$ cat src/rtl/fsl_pkg.sv
// Purpose: shared constants for the fiber, strap and indicator registers
// Assumes: APB with 32-bit data, one aligned word per register
// Notes: register offsets are word indices; byte address is index * 4
package fsl_pkg;

  // ****************************************************************
  // register indices and byte addresses
  // ****************************************************************
  localparam int unsigned ADDR_W = 14;
  localparam logic [11:0] IDX_FIBER_CFG = 12'h465;
  localparam logic [11:0] IDX_STRAP_ONE = 12'h467;
  localparam logic [11:0] IDX_STRAP_TWO = 12'h468;
  localparam logic [11:0] IDX_IND_CFG2 = 12'h469;
  localparam logic [ADDR_W-1:0] ADDR_FIBER_CFG = {IDX_FIBER_CFG, 2'h0};
  localparam logic [ADDR_W-1:0] ADDR_STRAP_ONE = {IDX_STRAP_ONE, 2'h0};
  localparam logic [ADDR_W-1:0] ADDR_STRAP_TWO = {IDX_STRAP_TWO, 2'h0};
  localparam logic [ADDR_W-1:0] ADDR_IND_CFG2 = {IDX_IND_CFG2, 2'h0};

  // ****************************************************************
  // reset values and write masks
  // ****************************************************************
  localparam logic [15:0] FIBER_CFG_RESET = 16'hFF00;
  localparam logic [15:0] FIBER_CFG_WMASK = 16'hFFFF;
  localparam logic [15:0] IND_CFG2_RESET = 16'h0040;
  localparam logic [15:0] IND_CFG2_WMASK = 16'h0770;

  // ****************************************************************
  // field positions
  // ****************************************************************
  localparam int unsigned SD_POL_BIT = 0;
  localparam int unsigned LED1_POL_BIT = 10;
  localparam int unsigned LED1_VAL_BIT = 9;
  localparam int unsigned LED1_FRC_BIT = 8;
  localparam int unsigned LED3_POL_BIT = 6;
  localparam int unsigned LED3_VAL_BIT = 5;
  localparam int unsigned LED3_FRC_BIT = 4;
  localparam logic [2:0] RXD3_MUX_LED3 = 3'h1;

  // ****************************************************************
  // strap latch vector layout and defaults
  // ****************************************************************
  localparam int unsigned STRAP_W = 20;
  localparam int unsigned ST_RXD1 = 0;
  localparam int unsigned ST_RXD0 = 2;
  localparam int unsigned ST_COL = 4;
  localparam int unsigned ST_RXER = 6;
  localparam int unsigned ST_CRS = 8;
  localparam int unsigned ST_RXDV = 10;
  localparam int unsigned ST_LED0 = 12;
  localparam int unsigned ST_RXD2 = 14;
  localparam int unsigned ST_RXD3 = 16;
  localparam int unsigned ST_SDEN = 18;
  localparam int unsigned ST_PULL = 19;
  localparam logic [1:0] MODE_1 = 2'h0;
  localparam logic [1:0] MODE_4 = 2'h3;
  localparam logic [STRAP_W-1:0] STRAP_DEFAULT = 20'h033F0;

endpackage

$ cat src/rtl/strap_capture.sv
// Purpose: catches the strap levels once, on the first edge after reset
// Assumes: strap inputs are stable around reset release
// Notes: holds defaults until the capture edge, then never changes
`timescale 1ns/1ps
module strap_capture #(
  parameter int unsigned WIDTH = 20,
  parameter logic [WIDTH-1:0] DEFAULT = '0
) (
  input wire logic pclk,
  input wire logic presetn,
  input wire logic [WIDTH-1:0] strap_in,
  output logic [WIDTH-1:0] latched,
  output logic valid
);

  logic [WIDTH-1:0] latched_reg;
  logic [WIDTH-1:0] latched_next;
  logic valid_reg;
  logic valid_next;

  always_comb begin
    latched_next = latched_reg;
    valid_next = 1'b1;
    if (!valid_reg) begin
      latched_next = strap_in;
    end
  end

  always_ff @(posedge pclk or negedge presetn) begin
    if (!presetn) begin
      latched_reg <= DEFAULT;
      valid_reg <= 1'b0;
    end else begin
      latched_reg <= latched_next;
      valid_reg <= valid_next;
    end
  end

  assign latched = latched_reg;
  assign valid = valid_reg;

endmodule

$ cat src/rtl/fiber_sd_strap_led_regs.sv
// Purpose: fiber signal-detect, strap readback and indicator registers
// Assumes: APB slave, zero wait states, strap pins sampled after reset
// Notes: nine strap pins deliver a two-bit mode code each; signal-detect enable and indicator-one pull are single-bit straps
//
// How it works
// - fiber config bit 0 picks signal-detect polarity, 1 active low
// - active high polarity: link drops while signal-detect reads low
// - active low polarity: link drops while signal-detect reads high
// - indicator-one pin is signal-detect input only if strap enabled
// - each strap field is two read-only bits giving mode 1 to 4, except indicator-zero, which gives only mode 1 or 4
// - strap fields sit at fixed bit positions in two readback registers
// - indicator-zero strap field reads only mode 1 or mode 4
// - default straps read 11 for COL, RX_ER, CRS, indicator-zero
// - indicator config bit 10 is indicator-one polarity, set by pull
// - bits 8 and 9 force indicator-one to a fixed level
// - bit 6 is indicator-three polarity, reset to 1
// - bits 4 and 5 force indicator-three to a fixed level
// - RXD3 pin shows indicator-three only with pin-mux code 001
//
// Register access over APB was chosen for this implementation.
`timescale 1ns/1ps
module fiber_sd_strap_led_regs #(
  parameter int unsigned ADDR_WIDTH = fsl_pkg::ADDR_W
) (
  input wire logic pclk,
  input wire logic presetn,
  input wire logic psel,
  input wire logic penable,
  input wire logic pwrite,
  input wire logic [ADDR_WIDTH-1:0] paddr,
  input wire logic [31:0] pwdata,
  input wire logic [3:0] pstrb,
  output logic [31:0] prdata,
  output logic pready,
  output logic pslverr,
  input wire logic [1:0] strap_rxd1,
  input wire logic [1:0] strap_rxd0,
  input wire logic [1:0] strap_col,
  input wire logic [1:0] strap_rx_er,
  input wire logic [1:0] strap_crs,
  input wire logic [1:0] strap_rx_dv,
  input wire logic [1:0] strap_indicator_zero,
  input wire logic [1:0] strap_rxd2,
  input wire logic [1:0] strap_rxd3,
  input wire logic signal_detect_strap_enable,
  input wire logic indicator_one_pull_high,
  input wire logic indicator_one_i,
  output logic indicator_one_o,
  output logic indicator_one_oe,
  input wire logic indicator_one_func,
  input wire logic indicator_three_func,
  input wire logic [2:0] rxd3_mux_sel,
  input wire logic rxd3_normal,
  output logic rxd3_o,
  output logic fiber_link_drop
);
  import fsl_pkg::*;

  if (ADDR_WIDTH < ADDR_W) begin : g_addr_chk
    $error("ADDR_WIDTH too small for the register map");
  end

  // ****************************************************************
  // address decode
  // ****************************************************************
  function automatic logic hit(input logic [ADDR_WIDTH-1:0] a,
                               input logic [ADDR_W-1:0] base);
    hit = (a == ADDR_WIDTH'(base));
  endfunction

  logic sel_fiber;
  logic sel_strap1;
  logic sel_strap2;
  logic sel_cfg2;
  logic mapped;
  logic wr_access;
  logic setup;

  assign sel_fiber = hit(paddr, ADDR_FIBER_CFG);
  assign sel_strap1 = hit(paddr, ADDR_STRAP_ONE);
  assign sel_strap2 = hit(paddr, ADDR_STRAP_TWO);
  assign sel_cfg2 = hit(paddr, ADDR_IND_CFG2);
  assign mapped = sel_fiber | sel_strap1 | sel_strap2 | sel_cfg2;
  assign setup = psel & ~penable;
  assign wr_access = psel & penable & pwrite & mapped;
  assign pready = 1'b1;
  assign pslverr = psel & penable & ~mapped;

  // ****************************************************************
  // strap capture
  // ****************************************************************
  logic [STRAP_W-1:0] strap_raw;
  logic [STRAP_W-1:0] strap_q;
  logic strap_valid;

  assign strap_raw = {indicator_one_pull_high, signal_detect_strap_enable,
                      strap_rxd3, strap_rxd2, strap_indicator_zero,
                      strap_rx_dv, strap_crs, strap_rx_er, strap_col,
                      strap_rxd0, strap_rxd1};

  strap_capture #(
    .WIDTH(STRAP_W),
    .DEFAULT(STRAP_DEFAULT)
  ) u_strap (
    .pclk(pclk),
    .presetn(presetn),
    .strap_in(strap_raw),
    .latched(strap_q),
    .valid(strap_valid)
  );

  logic [1:0] led0_mode;
  logic [15:0] strap_one_val;
  logic [15:0] strap_two_val;
  logic sd_enabled;

  // indicator-zero folds reserved codes onto its upper bit
  assign led0_mode = strap_q[ST_LED0+1] ? MODE_4 : MODE_1;
  assign strap_one_val = {strap_q[ST_RXD1+:2], strap_q[ST_RXD0+:2],
                          strap_q[ST_COL+:2], strap_q[ST_RXER+:2],
                          strap_q[ST_CRS+:2], strap_q[ST_RXDV+:2],
                          2'h0, led0_mode};
  assign strap_two_val = {12'h000, strap_q[ST_RXD3+:2],
                          strap_q[ST_RXD2+:2]};
  assign sd_enabled = strap_q[ST_SDEN];

  // ****************************************************************
  // writable registers
  // ****************************************************************
  logic [15:0] fiber_reg;
  logic [15:0] fiber_next;
  logic [15:0] cfg2_reg;
  logic [15:0] cfg2_next;
  logic [15:0] wmask_bytes;

  assign wmask_bytes = {{8{pstrb[1]}}, {8{pstrb[0]}}};

  always_comb begin
    fiber_next = fiber_reg;
    cfg2_next = cfg2_reg;
    if (!strap_valid) begin
      cfg2_next[LED1_POL_BIT] = indicator_one_pull_high;
    end
    if (wr_access && sel_fiber) begin
      fiber_next = (fiber_reg & ~(FIBER_CFG_WMASK & wmask_bytes))
                 | (pwdata[15:0] & FIBER_CFG_WMASK & wmask_bytes);
    end
    if (wr_access && sel_cfg2) begin
      cfg2_next = (cfg2_reg & ~(IND_CFG2_WMASK & wmask_bytes))
                | (pwdata[15:0] & IND_CFG2_WMASK & wmask_bytes);
    end
  end

  always_ff @(posedge pclk or negedge presetn) begin
    if (!presetn) begin
      fiber_reg <= FIBER_CFG_RESET;
      cfg2_reg <= IND_CFG2_RESET;
    end else begin
      fiber_reg <= fiber_next;
      cfg2_reg <= cfg2_next;
    end
  end

  // ****************************************************************
  // read data, loaded in the setup cycle
  // ****************************************************************
  logic [31:0] rdata_reg;
  logic [31:0] rdata_next;

  always_comb begin
    rdata_next = rdata_reg;
    if (setup && !pwrite) begin
      rdata_next = 32'h0000_0000;
      if (sel_fiber) begin
        rdata_next[15:0] = fiber_reg;
      end else if (sel_strap1) begin
        rdata_next[15:0] = strap_one_val;
      end else if (sel_strap2) begin
        rdata_next[15:0] = strap_two_val;
      end else if (sel_cfg2) begin
        rdata_next[15:0] = cfg2_reg;
      end
    end
  end

  always_ff @(posedge pclk or negedge presetn) begin
    if (!presetn) begin
      rdata_reg <= 32'h0000_0000;
    end else begin
      rdata_reg <= rdata_next;
    end
  end

  assign prdata = rdata_reg;

  // ****************************************************************
  // pins: signal detect, indicator one, rxd3
  // ****************************************************************
  logic drop_reg;
  logic drop_next;
  logic led1_o_reg;
  logic led1_o_next;
  logic led1_oe_reg;
  logic led1_oe_next;
  logic rxd3_reg;
  logic rxd3_next;
  logic led3_level;

  always_comb begin
    drop_next = 1'b0;
    if (sd_enabled) begin
      if (fiber_reg[SD_POL_BIT]) begin
        drop_next = indicator_one_i;
      end else begin
        drop_next = ~indicator_one_i;
      end
    end
    // no pin drive until the straps are known
    led1_oe_next = strap_valid & ~sd_enabled;
    if (cfg2_reg[LED1_FRC_BIT]) begin
      led1_o_next = cfg2_reg[LED1_VAL_BIT];
    end else begin
      led1_o_next = cfg2_reg[LED1_POL_BIT] ? indicator_one_func
                                           : ~indicator_one_func;
    end
    if (cfg2_reg[LED3_FRC_BIT]) begin
      led3_level = cfg2_reg[LED3_VAL_BIT];
    end else begin
      led3_level = cfg2_reg[LED3_POL_BIT] ? indicator_three_func
                                          : ~indicator_three_func;
    end
    rxd3_next = (rxd3_mux_sel == RXD3_MUX_LED3) ? led3_level
                                                : rxd3_normal;
  end

  always_ff @(posedge pclk or negedge presetn) begin
    if (!presetn) begin
      drop_reg <= 1'b0;
      led1_o_reg <= 1'b0;
      led1_oe_reg <= 1'b0;
      rxd3_reg <= 1'b0;
    end else begin
      drop_reg <= drop_next;
      led1_o_reg <= led1_o_next;
      led1_oe_reg <= led1_oe_next;
      rxd3_reg <= rxd3_next;
    end
  end

  assign fiber_link_drop = drop_reg;
  assign indicator_one_o = led1_o_reg;
  assign indicator_one_oe = led1_oe_reg;
  assign rxd3_o = rxd3_reg;
endmodule

$ cat config.mk
export PLATFORM = sky130hd
export DESIGN_NAME = fiber_sd_strap_led_regs
export DESIGN_NICKNAME = d
export VERILOG_FILES = /design/src/rtl/fsl_pkg.sv /design/src/rtl/strap_capture.sv /design/src/rtl/fiber_sd_strap_led_regs.sv
export SDC_FILE = /design/constraint.sdc
export NUM_CORES = 1
export LEC_CHECK = 0
export BUFFER_PORTS_ARGS = -buffer_cell sky130_fd_sc_hd__buf_4
export CAP_MARGIN = 20
export CORE_MARGIN = 5
export CORE_UTILIZATION = 48
export CTS_BUF_LIST = sky130_fd_sc_hd__clkbuf_8 sky130_fd_sc_hd__clkbuf_16
export CTS_CLUSTER_SIZE = 20
export DETAILED_ROUTE_END_ITERATION = 10
export PLACE_DENSITY = 0.8
export SLEW_MARGIN = 15
export SYNTH_ARGS = -nofsm -noshare
export SYNTH_HDL_FRONTEND = slang
export SYNTH_SLANG_ARGS = --single-unit
$ cat constraint.sdc
create_clock -name pclk -period 1.7 [get_ports pclk]
set_input_delay 0.085 -clock pclk [delete_from_list [all_inputs] [get_ports pclk]]
set_output_delay 0.085 -clock pclk [all_outputs]
set_load 0.05 [all_outputs]
==> impl_metrics.ini, run 1 <==
[routing]
post_drt_wl_per_cell_um = 16.4
drc = 0
wl_met2_mm = 3.69
detail_route.first_pass.iterations = 4
highest_layer = met4
postRouteAntennaNets = 0
drt-initial-drc-count = 86
wirelength_mm = 6.92
m1WireLength_mm = 2.73
wl_met3_um = 402
via_per_inst = 5.13
vias = 2168

[place]
place_inst = 371
routabilityCongestion = 0.749
hpwl_mm = 4.78
portBuffers = 83

[clock_network]
clock_latency_ns = 0.34
cts_buffers = 9
cts_tree = done
path_clk_slew_ns = 0.07
clk_path_buf_depth = 2
cts_root_buf = clkbuf_8
cts.repair.resized = 0
htreeDepth = 3
clock-sinks = 61

[worst_setup_path]
worstPathRequired_ns = 1.92
path_max_fanout = 8
crit_type = flop to flop
crit_path_cell_trace = buf_4 > mux2_2
critPathSlowestCell = dfrtp_1
critPathTopFamily = flip-flops
cp-end-kind = flop
critPathLaunchType = flop
cp_num_buf_inv = 1
slowest_delay_ns = 0.53
cp.arrival_ns = 1.47

[cells_and_area]
fin_cells = 423
layout.nets = 425
fillers = 452
syn_to_final_growth_pct = 40.8
antenna_cells = 0
layout-drive-gt1-share = 0.500

[sta]
clock.fmax_mhz = 799
layout_min_cycle_time_ns = 1.25
relSlewSlack = 0.499
fin_setup_tns_ns = 0
min_period_over_period = 0.736
rsz0062_at_grt = no
drv_slew = 0
worstMarginPinSlew_ns = 0.752
setup_viol = 0
hold_viol = 0
clock-skew-final_ns = 0.00651

[run]
cap_viol_max_count = 0

[synthesis]
synthSimpleGateAreaFrac = 0.132
synthCells = 219
ys_top_cells_by_area = dfrtp_1, mux2_2, dfstp_2, buf_4, a221o_1
synth_most_common_cell = dfrtp_1
synth-edff-count = 0
netlist_area_mm2 = 0.00290
postSynthAreaPerCell_um2 = 13.2
synth_common_cells = dfrtp_1, mux2_2, buf_4, dfstp_2, a221o_1
synth_mux_area_frac = 0.152
synth_xor_area_frac = 0.00907
synth_top_family_by_area = multiplexers
synth_compound_area_frac = 0.0968
synth_area_leader_cell = dfrtp_1
async_reset_ff_frac = 1.00
yosysTopAreaCellShare = 0.389
synth_cell_types = 42
ys_seq_area_frac = 0.534
synthAdderAreaFrac = 0
yosysWarnings = 0
synth_ff_type = dfrtp_1
ys_ff_latch = 61

[grt]
grt_max_degree = 62
antenna_found_initial = 0
grt_overflow = 0
grt_pass1_vias = 2274
grt_usage = 0.191
grt_pass1_wl_mm = 11.0

[status]
status = completed

[power_and_ir_drop]
p_leak_nw = 1.92
peakVddDrop_v = 0.000586
p_per_area_mw_per_mm2 = 824

[floorplan]
die_y_um = 87.7
io_pins = 120
start_util = 0.492
die_x_um = 87.7
rows = 28
core_area_mm2 = 0.00589
fp.dieArea_mm2 = 0.00769

[min_path]
hold_class = input port to flop
[final timing paths]
check / startpoint / endpoint / slack [ns] / cells after the start
setup / recovery: u_strap.valid / u_strap.latched[16] / 0.45 / 2
hold / removal: rxd3_mux_sel[1] / rxd3_o / 0.03 / 3
setup reg to reg: u_strap.valid / u_strap.latched[16] / 0.45 / 2
hold reg to reg: u_strap.latched[18] / indicator_one_oe / 0.44 / 1
max in group asynchronous: presetn / rxd3_o / 0.84 / 2
min in group asynchronous: presetn / asynchronous set/reset pin / 0.35 / 2
[area by class of cell]
cell class / count / area [µm²] / area share
sequential: 61 / 1550 / 0.379
clock inverter: 4 / 46.3 / 0.0113
tap: 75 / 93.8 / 0.0230
multi-input combinational: 143 / 1190 / 0.293
timing repair buffer: 123 / 1010 / 0.248
clock buffer: 12 / 165 / 0.0405
inverter: 5 / 18.8 / 0.00460
[metal layers]
metal / vias to the layer above / global-route usage
met1: 1071 / 0.216
li1: 1015 / -
met4: 0 / 0.0697
met5: - / 0
met2: 70 / 0.346
met3: 12 / 0.0489
[tightest hold or removal path, cell delays in order]
cell and delay (ns):
buf_4 0.07, nor3b_1 0.05, a21oi_1 0.12
[report_power, final]
| part | total [mW] | leakage [nW] | switching, mW | internal, mW |
|---|---|---|---|---|
| combinational | 0.473 | 1.06 | 0.246 | 0.227 |
| clock | 1.34 | 0.110 | 0.548 | 0.789 |
| sequential | 1.55 | 0.759 | 0.0312 | 1.52 |
| total | 3.36 | 1.92 | 0.825 | 2.54 |
[cells by family after synthesis]
logic type	Yosys count
muxes	39
AOI/OAI and AO/OA	33
xor gates and xnor gates	3
and+or+nand+nor	50
DFF	61
buffers and inverters	31
other	2
[cell usage in the layout (no fill, tap or decap), types with 2 or more instances in the layout]
cell type	count
nor3b_1	2
nand2b_1	2
a22oi_1	6
nor2_1	2
dfstp_2	16
dfrtp_1	45
o31a_1	2
nand4_1	2
and2_2	4
dlygate4sd3_1	36
nand3_4	2
a221o_1	12
buf_4	87
a221o_2	2
nor3_1	8
a21oi_1	5
xor2_1	2
clkbuf_8	12
conb_1	18
and4_4	2
nor4b_4	2
nor2b_1	3
mux2_2	39
and2_1	4
a32oi_1	2
inv_1	6
nand2_1	8
[through the flow]
step	hold WS (ns)	setup slack [ns]	total power, mW	instance area (µm²)	util
3_5_place_dp	0.209	0.161	1.99	3510	0.596
6_report	0.0342	0.449	3.36	4080	0.693
4_1_cts	0.000176	0.450	3.39	4070	0.691
3_3_place_gp	0.207	0.194	1.98	3510	0.596
5_1_grt	0.0296	0.384	3.50	4080	0.693
2_1_floorplan	-0.211	0.249	1.82	2960	-
[repair_timing]
action / in CTS / in global routing
buffers inserted: 0 / 0
setup endpoints to repair: 0 / 0
endpoints found under the hold margin: 84 / 1
hold buffers: 35 / 1
(Power assumes the default switching activity.)
==> inputs of run 2 (changes only) <==
--- a/config.mk
+++ b/config.mk
@@ -5,10 +5,11 @@
 export SDC_FILE = /design/constraint.sdc
 export NUM_CORES = 1
 export LEC_CHECK = 0
+export ABC_AREA = 1
 export BUFFER_PORTS_ARGS = -buffer_cell sky130_fd_sc_hd__buf_4
 export CAP_MARGIN = 20
 export CORE_MARGIN = 5
-export CORE_UTILIZATION = 48
+export CORE_UTILIZATION = 49
 export CTS_BUF_LIST = sky130_fd_sc_hd__clkbuf_8 sky130_fd_sc_hd__clkbuf_16
 export CTS_CLUSTER_SIZE = 20
 export DETAILED_ROUTE_END_ITERATION = 10
==> constraint.sdc (replaced) <==
create_clock -name pclk -period 1.2 [get_ports pclk]
set_input_delay 0.06 -clock pclk [delete_from_list [all_inputs] [get_ports pclk]]
set_output_delay 0.06 -clock pclk [all_outputs]
set_load 0.05 [all_outputs]
==> run 2 against run 1 <==
Against the previous run:
- global-route usage is 3.2 points higher
- utilization is 4.9 points higher
- cell area is 9.0% higher
- non-clock buffer count is 20 higher
- via count is 39% higher
- combinational power is 100% higher
- wire length is 23% higher
- first-iteration DRC count is 130% higher
- worst setup slack worse by 0.41 ns
- largest cell class unchanged
==> impl_metrics.ini, run 2 <==
[synthesis]
synth_top_family_by_area = simple AND/OR/NAND/NOR gates
synth_common_cells = nand2_1, dfrtp_1, inv_1, o21ai_0, nor2_1
ys_top_cells_by_area = dfrtp_1, nand2_1, dfstp_2, o21ai_0, buf_4
postSynthAreaPerCell_um2 = 8.03
ys_seq_area_frac = 0.506
synthCells = 381
synth_ff_type = dfrtp_1
yosysTopAreaCellShare = 0.368
netlist_area_mm2 = 0.00306
synth_area_leader_cell = dfrtp_1
synthAdderAreaFrac = 0
synth_most_common_cell = nand2_1
synth_cell_types = 31
ys_ff_latch = 61
synthSimpleGateAreaFrac = 0.296
async_reset_ff_frac = 1.00
synth_xor_area_frac = 0.00573
yosysWarnings = 0
synth_mux_area_frac = 0
synth-edff-count = 0
synth_compound_area_frac = 0.0855

[floorplan]
io_pins = 120
die_x_um = 89.0
core_area_mm2 = 0.00599
rows = 28
die_y_um = 89.0
fp.dieArea_mm2 = 0.00792
start_util = 0.511

[grt]
grt_max_degree = 31
grt_pass1_wl_mm = 13.4
grt_overflow = 0
antenna_found_initial = 0
grt_usage = 0.224
grt_pass1_vias = 2968

[sta]
layout_min_cycle_time_ns = 1.16
clock.fmax_mhz = 859
worst_slack_ns = 0.0356
min_period_over_period = 0.970
clock-skew-final_ns = 0.00681
fin_setup_tns_ns = 0
setup_viol = 0
hold_viol = 0
drv_slew = 0

[routing]
drt-initial-drc-count = 201
drc = 0
vias = 3018
wirelength_mm = 8.49
detail_route.first_pass.iterations = 4
via_per_inst = 5.01
postRouteAntennaNets = 0
post_drt_wl_per_cell_um = 14.1

[worst_setup_path]
cp-end-kind = flop
worstPathRequired_ns = 1.48
critPathLaunchType = input port
path_max_fanout = 8
crit_type = input port to flop
cp.arrival_ns = 1.44

[cells_and_area]
layout.nets = 604
layout_common_cells = nand2_1, buf_4, dfrtp_1
layout-drive-gt1-share = 0.296
syn_to_final_growth_pct = 45.3
antenna_cells = 0
design_area_mm2 = 0.00444
final_common_cell = nand2_1

[clock_network]
clock_latency_ns = 0.35
clk_path_buf_depth = 2
cts_buffers = 9
clock-sinks = 61
htreeDepth = 3
cts_tree = done
path_clk_slew_ns = 0.07
cts_root_buf = clkbuf_8

[place]
dpl_cell_area_mm2 = 0.00383
routabilityCongestion = 0.846
portBuffers = 83
hpwl_mm = 5.71
place_ws_ns = -0.154

[min_path]
hold_class = input port to flop

[power_and_ir_drop]
power_mw = 4.83
p_leak_nw = 2.26
peakVddDrop_v = 0.00101
p_per_area_mw_per_mm2 = 1090

[status]
status = completed

[run]
cap_viol_max_count = 0
==> run 2: what timing repair did <==
item / in CTS / in global routing
pin swaps: 3 / 5
gates cloned: 0 / 0
endpoints found under the hold margin: 88 / 0
gates resized for setup: 2 / 4
setup buffers: 2 / 3
hold buffers: 37 / 0
endpoints found under the setup margin: 1 / 2
==> run 2: where the power goes <==
part           leakage, nW  internal (mW)  switching, mW
Combinational         1.42          0.373          0.578
Clock               0.0963          0.842          0.801
Sequential           0.749           2.18         0.0506
Total                 2.26           3.40           1.43
==> run 2: final timing paths <==
path                                  endpoint  slack, ns  cells after the start                 from
max                                       flop       0.04                     12             paddr[6]
min                                     rxd3_o       0.02                      3      rxd3_mux_sel[2]
max reg2reg                         prdata[10]       0.11                      4   u_strap.latched[4]
min reg2reg                   indicator_one_oe       0.44                      1  u_strap.latched[18]
max in group asynchronous  u_strap.latched[13]       0.53                      3              presetn
min in group asynchronous      indicator_one_o       0.12                      2              presetn
==> run 2: per-stage QoR <==
step,std cells,utilization,hold WS (ns)
CTS,600,0.735,0.00151
detailed placement,545,0.640,-0.0417
global route,602,0.742,0.0254
floorplan,397,-,-0.236
global placement,545,0.640,-0.0424
finish,602,0.742,0.0186
==> run 2: cell type report <==
| class | instances | area [µm²] |
|---|---|---|
| sequential | 61 | 1550 |
| fill | 440 | 1550 |
| multi-input combinational | 272 | 1270 |
| timing repair buffer | 143 | 1220 |
| clock buffer | 11 | 151 |
| inverter | 35 | 133 |
| tap | 75 | 93.8 |
| clock inverter | 5 | 26.3 |
==> run 2: kinds of logic after synthesis <==
logic type / after synthesis
buffers and inverters: 64
xor gates and xnor gates: 2
and+or+nand+nor: 205
AOI/OAI and AO/OA: 47
other: 2
DFF: 61
==> run 2: metal layers <==
metal,track usage,wire (µm),up-vias,share of wire
met3,0.0710,617,24,0.073
met5,0,0,-,0
met4,0.0974,236,0,0.028
met1,0.264,3230,1419,0.38
met2,0.376,4410,116,0.52
li1,-,-,1459,-
==> run 2: critical path: stages <==
cell,delay [ns]
buf_4,0.11
inv_1,0.05
nand2_2,0.05
nor2_1,0.16
nand2_1,0.11
nor2_4,0.15
nor2_1,0.09
nand2_2,0.11
buf_4,0.13
nand4_2,0.20
nand2_1,0.14
nand2_1,0.06
==> inputs of run 3 (changes only) <==
--- a/config.mk
+++ b/config.mk
@@ -13,7 +13,8 @@
 export CTS_BUF_LIST = sky130_fd_sc_hd__clkbuf_8 sky130_fd_sc_hd__clkbuf_16
 export CTS_CLUSTER_SIZE = 20
 export DETAILED_ROUTE_END_ITERATION = 10
-export PLACE_DENSITY = 0.8
+export PLACE_DENSITY = 0.82
+export RECOVER_POWER = 50
 export SLEW_MARGIN = 15
 export SYNTH_ARGS = -nofsm -noshare
 export SYNTH_HDL_FRONTEND = slang
==> run 3 against run 2 <==
Against the previous run:
- sequential share of layout area fell by 0.098 points
- clock power is 9% higher
- sequential power about the same
- utilization is 0.21 points higher
- cell count unchanged
- largest power group unchanged
==> impl_metrics.ini, run 3 (synthesized netlist as in run 2, its figures left out) <==
[worst_setup_path]
worstPathRequired_ns = 1.14
path_max_fanout = 3
critPathTopFamily = simple AND/OR/NAND/NOR gates
cp_num_buf_inv = 4
timing.rr.end = prdata[9]
critPathSlowestCell = buf_8
cp.arrival_ns = 1.13
worstRegToRegCells = 4
reg2reg_slack_ns = 0.06
cp-end-kind = primary output
crit_cells = 11
slowest_delay_ns = 0.15
crit_path_cell_trace = buf_4 > nand2_2 > nor2_4 > buf_4 > nand2_1 > nor2_1 > nor2_1 > nand2_2 > buf_6 > nor2_4 > buf_8
critPathLaunchType = input port
crit_type = input port to primary output
regToRegStartpoint = u_strap.latched[7]
worstSetupStartpoint = paddr[5]
crit_end = pslverr

[power_and_ir_drop]
clkPwrFrac = 0.360
swShare = 0.288
power_switching_mw = 1.43
seqPwrFrac = 0.449
power_frac_comb = 0.192
power.internal_mw = 3.54
peakVddDrop_v = 0.000901
p_leak_nw = 2.27
p_per_area_mw_per_mm2 = 1120

[run]
cap_viol_max_count = 0

[floorplan]
start_util = 0.511
rows = 28
fp.dieArea_mm2 = 0.00792
die_y_um = 89.0
die_x_um = 89.0
core_area_mm2 = 0.00599
io_pins = 120

[cells_and_area]
final_common_cell = nand2_1
layout-drive-gt1-share = 0.302
syn_to_final_growth_pct = 45.7
antenna_cells = 0
final_util = 0.744
layout.nets = 604
layout_common_cells = nand2_1, buf_4, dfrtp_1

[grt]
grt_max_degree = 32
grt_pass1_wl_mm = 14.1
grt_overflow = 0
grt_usage = 0.235
antenna_found_initial = 0
grt_pass1_vias = 3023

[clock_network]
clk_path_buf_depth = 2
cts_tree = done
htreeDepth = 3
cts_root_buf = clkbuf_8
clock-sinks = 61
clock_latency_ns = 0.34
path_clk_slew_ns = 0.07
cts_buffers = 9

[place]
routabilityCongestion = 0.828
portBuffers = 83
place_ws_ns = -0.172
hpwl_mm = 5.90

[routing]
postRouteAntennaNets = 0
detail_route.first_pass.iterations = 6
drc = 0
via_per_inst = 5.09
post_drt_wl_per_cell_um = 14.5
vias = 3062
drt-initial-drc-count = 217
wirelength_mm = 8.75

[sta]
worst_slack_ns = 0.00981
worstMarginPinSlew_ns = 0.664
clock.fmax_mhz = 840
hold_viol = 0
layout_min_cycle_time_ns = 1.19
drv_slew = 0
relSlewSlack = 0.557
rsz0062_at_grt = yes
clock-skew-final_ns = 0.00641
min_period_over_period = 0.992
setup_viol = 0

[min_path]
whs_path_depth = 3
hold_class = input port to flop

[status]
status = completed
[run 3: what timing repair did]
action | in CTS | in global routing
resized for setup | 1 | 13
pin swaps | 3 | 5
endpoints found under the hold margin | 89 | 1
hold buffers | 37 | 1
setup buffers | 2 | 1
setup endpoints to repair | 1 | 15
[run 3: area by class of cell]
class,instances,area (µm²)
clock buffers,10,138
clock inverters,6,53.8
fillers,413,1530
inverters,35,133
multi-input cells,272,1290
flip-flops and latches,61,1550
well taps,75,93.8
repair buffers,143,1200
[run 3: worst min-delay path: cells and delay by family]
kind            cells  cell delay [ns]
simple gates        1             0.04
buf+inv             1             0.08
compound gates      1             0.14
[run 3: worst min path at each step]
stage	from	end	slack (ns)
finish	rxd3_mux_sel[1]	rxd3_o	0.02
CTS	rxd3_mux_sel[1]	rxd3_o	0.0002
floorplan	presetn	asynchronous set/reset pin	-0.24
global placement	presetn	indicator_one_o	-0.08
detailed placement	presetn	indicator_one_o	-0.08
global route	rxd3_mux_sel[1]	rxd3_o	0.02
[run 3: layer usage]
layer / vias to the layer above / track usage / share of wire
li1: 1456 / - / -
met2: 132 / 0.396 / 0.50
met5: - / 0 / 0
met1: 1452 / 0.279 / 0.38
met4: 0 / 0.114 / 0.028
met3: 22 / 0.0608 / 0.083
[run 3: power groups by stage]
stage                     combinational [mW]  sequential (mW)  clock (mW)
after global placement                 0.829             2.26           0
after detailed placement               0.845             2.27           0
after CTS                              0.945             2.23        1.81
after global routing                    1.03             2.24        1.91
final                                  0.953             2.23        1.79
after floorplan                        0.347             2.43           0
[run 3: stage by stage]
step	total power [mW]	TNS [ns]	cells	instance area [µm²]	hold WS (ns)
3_3_place_gp	3.09	-3.13	545	3820	-0.0794
6_report	4.97	0	602	4460	0.0192
4_1_cts	4.98	0	600	4400	0.000168
5_1_grt	5.18	-0.0318	602	4460	0.0208
2_1_floorplan	2.78	0	397	3120	-0.236
3_5_place_dp	3.11	-4.65	545	3820	-0.0753
